--- src/rtl/vipu_pkg.sv ---
// Purpose: Shared constants and types of the vectored interrupt priority unit
// Assumes: Program memory is word addressed, one vector entry per two address units
// Notes: Register offsets are word indexes on the plain register port
package vipu_pkg;
	localparam int VEC_TRAPS = 6;
	localparam int VEC_MAX_SRC = 246;
	localparam int VEC_W = 8;
	localparam int LVL_W = 3;
	localparam logic [LVL_W-1:0] LVL_OFF = 3'h0;
	localparam int ADDR_W = 24;
	localparam logic [ADDR_W-1:0] PRIMARY_BASE = 24'h000004;
	localparam logic [ADDR_W-1:0] RESET_ADDR = 24'h000000;
	localparam int ENTRY_SHIFT = 1;
	localparam int BOOT_LIM_W = 13;
	localparam logic [BOOT_LIM_W-1:0] BOOT_MIN_PAGES = 13'h0002;
	localparam logic [BOOT_LIM_W-1:0] BOOT_ONE_PAGE = 13'h0001;
	localparam int REG_ADDR_W = 10;
	localparam int REG_DATA_W = 16;
	localparam logic [REG_ADDR_W-1:0] REG_CTRL2 = 10'h000;
	localparam logic [REG_ADDR_W-1:0] REG_STATUS = 10'h001;
	localparam logic [REG_ADDR_W-1:0] REG_PRIO_BASE = 10'h100;
	localparam int ALT_EN_BIT = 8;
	localparam int STAT_ALT_BIT = 0;
	localparam int STAT_BUSY_BIT = 1;
	localparam int STAT_VEC_LSB = 8;
	localparam logic [REG_DATA_W-1:0] REG_ZERO = 16'h0000;
	typedef enum logic [1:0] {
		VIPU_IDLE,
		VIPU_FETCH,
		VIPU_WAIT,
		VIPU_REQ
	} vipu_state_t;
endpackage

--- src/rtl/vipu_arbiter.sv ---
// Purpose: Picks the winning pending vector by trap, then user level, then vector order
// Assumes: Level zero disables a source
// Notes: Purely combinational; the top registers only the winning vector and uses winAny, winTrap and winLevel unregistered
`timescale 1ns/1ps
module vipu_arbiter #(
	parameter int NUM_SRC = 246
) (
	input wire logic [NUM_SRC-1:0] srcReq,
	input wire logic [NUM_SRC*vipu_pkg::LVL_W-1:0] srcLevel,
	input wire logic [vipu_pkg::VEC_TRAPS-1:0] trapReq,
	output logic winAny,
	output logic winTrap,
	output logic [vipu_pkg::VEC_W-1:0] winVec,
	output logic [vipu_pkg::LVL_W-1:0] winLevel
);
	logic [vipu_pkg::LVL_W-1:0] lvl;
	always_comb begin
		lvl = vipu_pkg::LVL_OFF;
		winAny = 1'b0;
		winTrap = 1'b0;
		winVec = '0;
		winLevel = vipu_pkg::LVL_OFF;
		// Walk downwards so an equal level at a lower vector takes over
		for (int i = NUM_SRC - 1; i >= 0; i--) begin
			lvl = srcLevel[i*vipu_pkg::LVL_W +: vipu_pkg::LVL_W];
			if (srcReq[i] && lvl != vipu_pkg::LVL_OFF && lvl >= winLevel) begin
				winAny = 1'b1;
				winVec = vipu_pkg::VEC_W'(i + vipu_pkg::VEC_TRAPS);
				winLevel = lvl;
			end
		end
		// Traps sit below every source in the table and ignore levels
		for (int t = vipu_pkg::VEC_TRAPS - 1; t >= 0; t--) begin
			if (trapReq[t]) begin
				winAny = 1'b1;
				winTrap = 1'b1;
				winVec = vipu_pkg::VEC_W'(t);
			end
		end
	end
endmodule

--- src/rtl/vipu_top.sv ---
// Purpose: Vectored interrupt controller merging traps and sources into one core request
// Assumes: Program memory answers a vector read in the cycle in which memRdEn is high
// Notes: Entry latency is fixed at three cycles from decision to core request
`timescale 1ns/1ps
// Contract
// - All requests merge into one core request
// - Seven selectable levels, level arbitrated first
// - Equal level: lower vector address wins
// - Natural priority follows table position
// - Primary table starts at word 000004h
// - Six traps plus up to 246 sources
// - Each entry delivers 24-bit handler address
// - Entry and return latency are constant
// - Alternate table needs segment, fuse, enable bit
// - Alternate enabled: all vectors from it
// - Alternate base is last boot page start
// - Alternate needs boot segment of two pages
// - Both tables inherit boot segment protection
// - Reset bypasses controller, execution at zero
module vipu_top #(
	parameter int NUM_SRC = 246,
	parameter logic [23:0] PAGE_WORDS = 24'h000800
) (
	input wire logic sys_clk,
	input wire logic arst_n,
	input wire logic [NUM_SRC-1:0] irqReq,
	input wire logic [vipu_pkg::VEC_TRAPS-1:0] trapReq,
	input wire logic [vipu_pkg::LVL_W-1:0] coreLevel,
	input wire logic coreAck,
	output logic intReq,
	output logic [vipu_pkg::VEC_W-1:0] vecNum,
	output logic [vipu_pkg::ADDR_W-1:0] vecHandler,
	output logic memRdEn,
	output logic [vipu_pkg::ADDR_W-1:0] memAddr,
	output logic memProtect,
	input wire logic [vipu_pkg::ADDR_W-1:0] memRdData,
	input wire logic [vipu_pkg::BOOT_LIM_W-1:0] bootSegLimit,
	input wire logic altTableDisableFuse,
	input wire logic bootSegProtect,
	input wire logic [vipu_pkg::REG_ADDR_W-1:0] regAddr,
	input wire logic [vipu_pkg::REG_DATA_W-1:0] regWdata,
	input wire logic regWr,
	input wire logic regRd,
	output logic [vipu_pkg::REG_DATA_W-1:0] regRdata
);
	if (NUM_SRC < 1 || NUM_SRC > vipu_pkg::VEC_MAX_SRC) begin : g_bad_src
		$error("NUM_SRC out of range");
	end
	if (PAGE_WORDS == '0) begin : g_bad_page
		$error("PAGE_WORDS must be nonzero");
	end

	typedef struct packed {
		vipu_pkg::vipu_state_t st;
		logic altTableEnable;
		logic [NUM_SRC-1:0][vipu_pkg::LVL_W-1:0] prio;
		logic [vipu_pkg::VEC_W-1:0] curVec;
		logic curAlt;
		logic memRdEn;
		logic [vipu_pkg::ADDR_W-1:0] memAddr;
		logic memProtect;
		logic [vipu_pkg::ADDR_W-1:0] handler;
		logic intReq;
		logic [vipu_pkg::REG_DATA_W-1:0] rdData;
	} vipu_regs_t;

	vipu_regs_t state_reg;
	vipu_regs_t state_next;

	logic winAny;
	logic winTrap;
	logic [vipu_pkg::VEC_W-1:0] winVec;
	logic [vipu_pkg::LVL_W-1:0] winLevel;
	logic altUsable;
	logic takeNow;
	logic [vipu_pkg::ADDR_W-1:0] altBase;
	logic [vipu_pkg::REG_ADDR_W-1:0] prioIdx;
	logic prioHit;

	// Word address of a table entry
	function automatic logic [vipu_pkg::ADDR_W-1:0] entryAddr(
		input logic [vipu_pkg::ADDR_W-1:0] base,
		input logic [vipu_pkg::VEC_W-1:0] vec
	);
		logic [vipu_pkg::ADDR_W-1:0] off;
		off = vipu_pkg::ADDR_W'(vec) << vipu_pkg::ENTRY_SHIFT;
		return vipu_pkg::ADDR_W'(base + off);
	endfunction

	vipu_arbiter #(
		.NUM_SRC(NUM_SRC)
	) u_arbiter (
		.srcReq(irqReq),
		.srcLevel(state_reg.prio),
		.trapReq(trapReq),
		.winAny(winAny),
		.winTrap(winTrap),
		.winVec(winVec),
		.winLevel(winLevel)
	);

	// Segment defined, fuse programmed, enable bit set, at least two pages
	assign altUsable = state_reg.altTableEnable && altTableDisableFuse
		&& (bootSegLimit >= vipu_pkg::BOOT_MIN_PAGES);
	// First word of the last boot segment page
	assign altBase = vipu_pkg::ADDR_W'(vipu_pkg::ADDR_W'(bootSegLimit - vipu_pkg::BOOT_ONE_PAGE) * PAGE_WORDS);
	// Traps pass regardless of level; sources must beat the core level
	assign takeNow = winAny && (winTrap || winLevel > coreLevel);
	assign prioIdx = vipu_pkg::REG_ADDR_W'(regAddr - vipu_pkg::REG_PRIO_BASE);
	assign prioHit = (regAddr >= vipu_pkg::REG_PRIO_BASE) && (prioIdx < vipu_pkg::REG_ADDR_W'(NUM_SRC));

	always_comb begin
		state_next = state_reg;
		state_next.memRdEn = 1'b0;
		state_next.rdData = vipu_pkg::REG_ZERO;
		if (regWr) begin
			if (regAddr == vipu_pkg::REG_CTRL2) begin
				state_next.altTableEnable = regWdata[vipu_pkg::ALT_EN_BIT];
			end else if (prioHit) begin
				state_next.prio[prioIdx] = regWdata[vipu_pkg::LVL_W-1:0];
			end
		end
		if (regRd) begin
			if (regAddr == vipu_pkg::REG_CTRL2) begin
				state_next.rdData[vipu_pkg::ALT_EN_BIT] = state_reg.altTableEnable;
			end else if (regAddr == vipu_pkg::REG_STATUS) begin
				state_next.rdData[vipu_pkg::STAT_ALT_BIT] = altUsable;
				state_next.rdData[vipu_pkg::STAT_BUSY_BIT] = (state_reg.st != vipu_pkg::VIPU_IDLE);
				state_next.rdData[vipu_pkg::STAT_VEC_LSB +: vipu_pkg::VEC_W] = state_reg.curVec;
			end else if (prioHit) begin
				state_next.rdData[vipu_pkg::LVL_W-1:0] = state_reg.prio[prioIdx];
			end
		end
		case (state_reg.st)
			vipu_pkg::VIPU_IDLE: begin
				if (takeNow) begin
					state_next.curVec = winVec;
					state_next.curAlt = altUsable;
					state_next.st = vipu_pkg::VIPU_FETCH;
				end
			end
			vipu_pkg::VIPU_FETCH: begin
				state_next.memRdEn = 1'b1;
				state_next.memProtect = bootSegProtect;
				if (state_reg.curAlt) begin
					state_next.memAddr = entryAddr(altBase, state_reg.curVec);
				end else begin
					state_next.memAddr = entryAddr(vipu_pkg::PRIMARY_BASE, state_reg.curVec);
				end
				state_next.st = vipu_pkg::VIPU_WAIT;
			end
			vipu_pkg::VIPU_WAIT: begin
				state_next.handler = memRdData;
				state_next.intReq = 1'b1;
				state_next.st = vipu_pkg::VIPU_REQ;
			end
			vipu_pkg::VIPU_REQ: begin
				if (coreAck) begin
					state_next.intReq = 1'b0;
					state_next.st = vipu_pkg::VIPU_IDLE;
				end
			end
			default: begin
				state_next.intReq = 1'b0;
				state_next.st = vipu_pkg::VIPU_IDLE;
			end
		endcase
	end

	// Reset only clears state; the core restarts at address zero on its own
	always_ff @(posedge sys_clk or negedge arst_n) begin
		if (!arst_n) begin
			state_reg <= '0;
		end else begin
			state_reg <= state_next;
		end
	end

	assign intReq = state_reg.intReq;
	assign vecNum = state_reg.curVec;
	assign vecHandler = state_reg.handler;
	assign memRdEn = state_reg.memRdEn;
	assign memAddr = state_reg.memAddr;
	assign memProtect = state_reg.memProtect;
	assign regRdata = state_reg.rdData;

	// Shadow of the arbiter, worked out source by source for the checks below
	logic outranked;
	logic tieLost;
	logic trapLost;
	always_comb begin
		outranked = 1'b0;
		tieLost = 1'b0;
		trapLost = 1'b0;
		for (int j = 0; j < NUM_SRC; j++) begin
			if (irqReq[j] && state_reg.prio[j] > winLevel) begin
				outranked = 1'b1;
			end
			if (irqReq[j] && state_reg.prio[j] != vipu_pkg::LVL_OFF && state_reg.prio[j] == winLevel
				&& vipu_pkg::VEC_W'(j + vipu_pkg::VEC_TRAPS) < winVec) begin
				tieLost = 1'b1;
			end
		end
		for (int t = 0; t < vipu_pkg::VEC_TRAPS; t++) begin
			if (trapReq[t] && vipu_pkg::VEC_W'(t) < winVec) begin
				trapLost = 1'b1;
			end
		end
	end
endmodule

--- config.mk ---
export PLATFORM = sky130hd
export DESIGN_NAME = vipu_top
export DESIGN_NICKNAME = d
export VERILOG_FILES = /design/src/rtl/vipu_pkg.sv /design/src/rtl/vipu_arbiter.sv /design/src/rtl/vipu_top.sv
export SDC_FILE = /design/constraint.sdc
export NUM_CORES = 2
export LEC_CHECK = 0
export ABC_CLOCK_PERIOD_IN_PS = 289800
export BUFFER_PORTS_ARGS = -buffer_cell sky130_fd_sc_hd__buf_2
export CAP_MARGIN = 20
export CORE_UTILIZATION = 30
export DETAILED_ROUTE_END_ITERATION = 10
export GPL_ROUTABILITY_DRIVEN = 0
export GPL_TIMING_DRIVEN = 0
export PLACE_DENSITY = 0.48
export SLEW_MARGIN = 10
export SYNTH_ARGS = -nofsm -noshare
export SYNTH_HDL_FRONTEND = slang
export SYNTH_SLANG_ARGS = --single-unit
--- constraint.sdc ---
create_clock -name sys_clk -period 289.8 [get_ports sys_clk]
set_clock_uncertainty 0.2 [all_clocks]
set_input_delay 0 -clock sys_clk [delete_from_list [all_inputs] [get_ports sys_clk]]
set_output_delay 0 -clock sys_clk [all_outputs]
set_load 0.05 [all_outputs]
==> results.sh <==
export IMPL_path_buf_inv=45
export IMPL_dpl_cell_area_mm2=0.0889
export IMPL_cp_arrival_ns=309.30
export IMPL_start_util_pct=30.3
export IMPL_p_total_mw=0.421
export IMPL_antenna_found_initial=121
export IMPL_dp_hpwl_um=290000
export IMPL_synth_adder_area_share_pct=5.95
export IMPL_synth_edff_count=0
export IMPL_min_path_type="in -> reg"
export IMPL_finalNonFillerCells=14086
export IMPL_fmaxAchievable_mhz=3.24
export IMPL_post_route_util_pct=42.1
export IMPL_layout_drive_gt1_share_pct=40.6
export IMPL_hold_violations=0
export IMPL_synth_top_family_by_area="compound AO/OA/AOI/OAI gates"
export IMPL_fp_dieW_um=506
export IMPL_grt_max_degree=104
export IMPL_synthMuxAreaShare_pct=17.1
export IMPL_intPower_mw=0.265
export IMPL_whs_path_depth=5
export IMPL_rsz0062_at_grt="yes"
export IMPL_die_area_mm2=0.256
export IMPL_synth_area_mm2=0.0762
export IMPL_cpLargestDelayFamily="compound AO/OA/AOI/OAI gates"
export IMPL_fin_crit_ns=308.82
export IMPL_setup_ws_ns=-19.02
export IMPL_status="finished, violations left"
export IMPL_clkSlewWorstSetupHoldPaths_ns=0.06
export IMPL_final_max_slew_viol_count=0
export IMPL_io_pins=400
export IMPL_p_switching_mw=0.157
export IMPL_cts_sinks=810
export IMPL_critPathMaxStageDelay_ns=0.45
export IMPL_yosys_area_share_xor_xnor_pct=0.184
export IMPL_holdWs_ns=0.0534
export IMPL_cts_root_buf="clkbuf_16"
export IMPL_crit_cells=693
export IMPL_clockBufferDepth=3
export IMPL_combinationalPowerShare_pct=39.3
export IMPL_synth_compound_area_share_pct=25.6
export IMPL_syn_avg_cell_area_um2=8.48
export IMPL_viasPerCell=5.87
export IMPL_drtPass1Iterations=7
export IMPL_syn_inst=8994
export IMPL_critPathMaxFanout=5
export IMPL_drtAntennaViolNets=0
export IMPL_violations="negative setup slack"
export IMPL_largest_reg_flops=742
export IMPL_crit_top_cell="nand2b_4"
export IMPL_cts_tree="yes"
export IMPL_pwr_share_clk_pct=32.2
export IMPL_cpMaxStageDelayCell="or4_4"
export IMPL_period_share_pct=107
export IMPL_num_vias=82752
export IMPL_start_kind="register"
export IMPL_synth_flop_cell="dfrtp_1"
export IMPL_fp_row_count=184
export IMPL_worstSetupPathType="reg -> reg"
export IMPL_grt_pass1_wl_um=537000
export IMPL_wl_um=382000
export IMPL_finalSetupTns_ns=-207.96
export IMPL_async_reset_ff_share_pct=100
export IMPL_first_iter_violations=8185
export IMPL_p_sw_share_pct=37.2
export IMPL_synthSimpleGateAreaFrac_pct=19.4
export IMPL_setup_viol=11
export IMPL_yosys_warnings=0
export IMPL_post_place_ws_ns=-42.76
export IMPL_synthToLayoutAreaGrowth_pct=39.0
export IMPL_drc=0
export IMPL_place_inst=12797
export IMPL_yosysSeqAreaShare_pct=26.6
export IMPL_p_leak_nw=45.9
export IMPL_irDropWorstVdd_mv=0.00476
export IMPL_clock_latency_ns=0.81
export IMPL_wl_per_cell_um=27.1
export IMPL_io_buffers=369
export IMPL_stdcell_area_mm2=0.106
export IMPL_final_nets=11189
export IMPL_grt_overflow=0
export IMPL_seq_power_share_pct=28.5
export IMPL_maxCapViolations=0
export IMPL_required_ns=290.28
export IMPL_die_height_um=506
export IMPL_grt_use_total_pct=28.4
export IMPL_htreeDepth=3
export IMPL_synth_seq_cells=810
export IMPL_slew_limit_headroom_pct=15.7
export IMPL_crit_path_end_kind="register"
export IMPL_core_area_mm2=0.252
export IMPL_grt_pass1_vias=78103
export IMPL_numCtsBuffers=106
export IMPL_ys_types=159
export IMPL_powerDensity_mw_per_mm2=3.98
## cells in the final DEF (no fill, tap or decap), types with 60 or more instances in the layout
master / n
ha_4: 106
a21oi_2: 115
maj3_2: 84
clkbuf_16: 107
o21ai_1: 66
mux4_2: 230
and3_1: 113
nand4_1: 60
clkbuf_1: 161
nor3_1: 94
o21a_1: 179
ha_1: 155
nor2_1: 571
a21oi_1: 357
a21o_1: 76
o21ai_2: 114
o21ai_0: 503
a31oi_1: 104
inv_1: 549
nand2_1: 992
buf_2: 398
mux2_2: 617
and2_1: 150
o211ai_1: 162
dlygate4sd3_1: 151
buf_4: 971
nand2b_4: 166
nand3_1: 203
nand2_2: 97
dfrtp_1: 809
## cell families after synthesis
group | Yosys count
and+or+nand+nor | 3092
xor gates and xnor gates | 16
adders and majority gates | 388
AOI/OAI and AO/OA | 2825
other | 1
DFF | 810
buffers and inverters | 928
muxes | 934
## final timing paths
kind | startpoint | endpoint | slack (ns)
max in group asynchronous | arst_n | state_reg[659]$_DFFE_PN0P_ | 287.87
worst min register to register | memProtect$_DFFE_PN0P_ | memProtect$_DFFE_PN0P_ | 0.30
worst min-delay path | trapReq[3] | vecNum[1]$_DFFE_PN0P_ | 0.05
worst max-delay path | state_reg[813]$_DFFE_PN0P_ | vecNum[4]$_DFFE_PN0P_ | -19.02
min in group asynchronous | arst_n | state_reg[201]$_DFFE_PN0P_ | 0.22
## tightest hold or removal path, cell delays in order
cell	delay [ns]
dlygate4sd3_1	0.57
buf_2	0.16
nor3_1	0.06
o21ai_0	0.09
a31o_1	0.15
## layout make-up
| type | instances | area, um^2 |
|---|---|---|
| tap | 3348 | 4190 |
| clock buffer | 136 | 2890 |
| fill | 24836 | 146000 |
| inverter | 601 | 2280 |
| antenna | 52 | 130 |
| clock inverter | 55 | 541 |
| timing repair buffer | 1498 | 11700 |
| buffer | 324 | 1730 |
| multi-input combinational | 7262 | 62200 |
| sequential | 810 | 20300 |
## repair_timing
action | CTS | global route
pin swaps | 381 | 982
buffers inserted | 508 | 388
cloned | 1 | 0
hold endpoints to repair | 750 | 0
hold buffers | 152 | 0
setup endpoints to repair | 11 | 11
gates resized for setup | 358 | 631
## layer usage
metal	global-route usage (%)	routed length (um)	vias up
met5	0	600	-
met4	15.7	23300	90
met3	6.48	31800	904
met2	44.3	171000	3569
met1	36.1	156000	41395
li1	-	-	36794
## cells in the mapped netlist (47+ instances only)
library cell | count | share of area (%)
a211oi_1 | 70 | 0.69
a21boi_0 | 102 | 1.0
a21o_1 | 78 | 0.77
a21oi_1 | 483 | 3.2
a31oi_1 | 153 | 1.3
and2_1 | 205 | 1.7
and3_1 | 121 | 0.99
buf_4 | 82 | 0.81
clkbuf_1 | 190 | 0.94
dfrtp_1 | 810 | 27
ha_1 | 261 | 4.3
inv_1 | 599 | 2.9
maj3_1 | 127 | 1.7
mux2_2 | 655 | 9.7
mux4_2 | 230 | 6.8
nand2_1 | 1104 | 5.4
nand2b_1 | 208 | 1.7
nand3_1 | 235 | 1.5
nand4_1 | 60 | 0.49
nor2_1 | 661 | 3.3
nor2b_1 | 115 | 0.94
nor3_1 | 122 | 0.80
o211a_1 | 54 | 0.71
o211ai_1 | 162 | 1.6
o21a_1 | 189 | 1.9
o21ai_0 | 678 | 4.5
o221ai_1 | 71 | 0.82
o22ai_1 | 47 | 0.39
o31ai_1 | 83 | 0.82
or2_2 | 73 | 0.60
## power by group through the flow
stage | logic (mW) | registers (mW) | clock network, mW
final | 0.166 | 0.120 | 0.136
after global routing | 0.175 | 0.121 | 0.142
after CTS | 0.145 | 0.120 | 0.137
after detailed placement | 0.132 | 0.122 | 0
after global placement | 0.128 | 0.122 | 0
after floorplan | 0.0918 | 0.121 | 0
No activity file was read; power rests on OpenSTA's default activity.
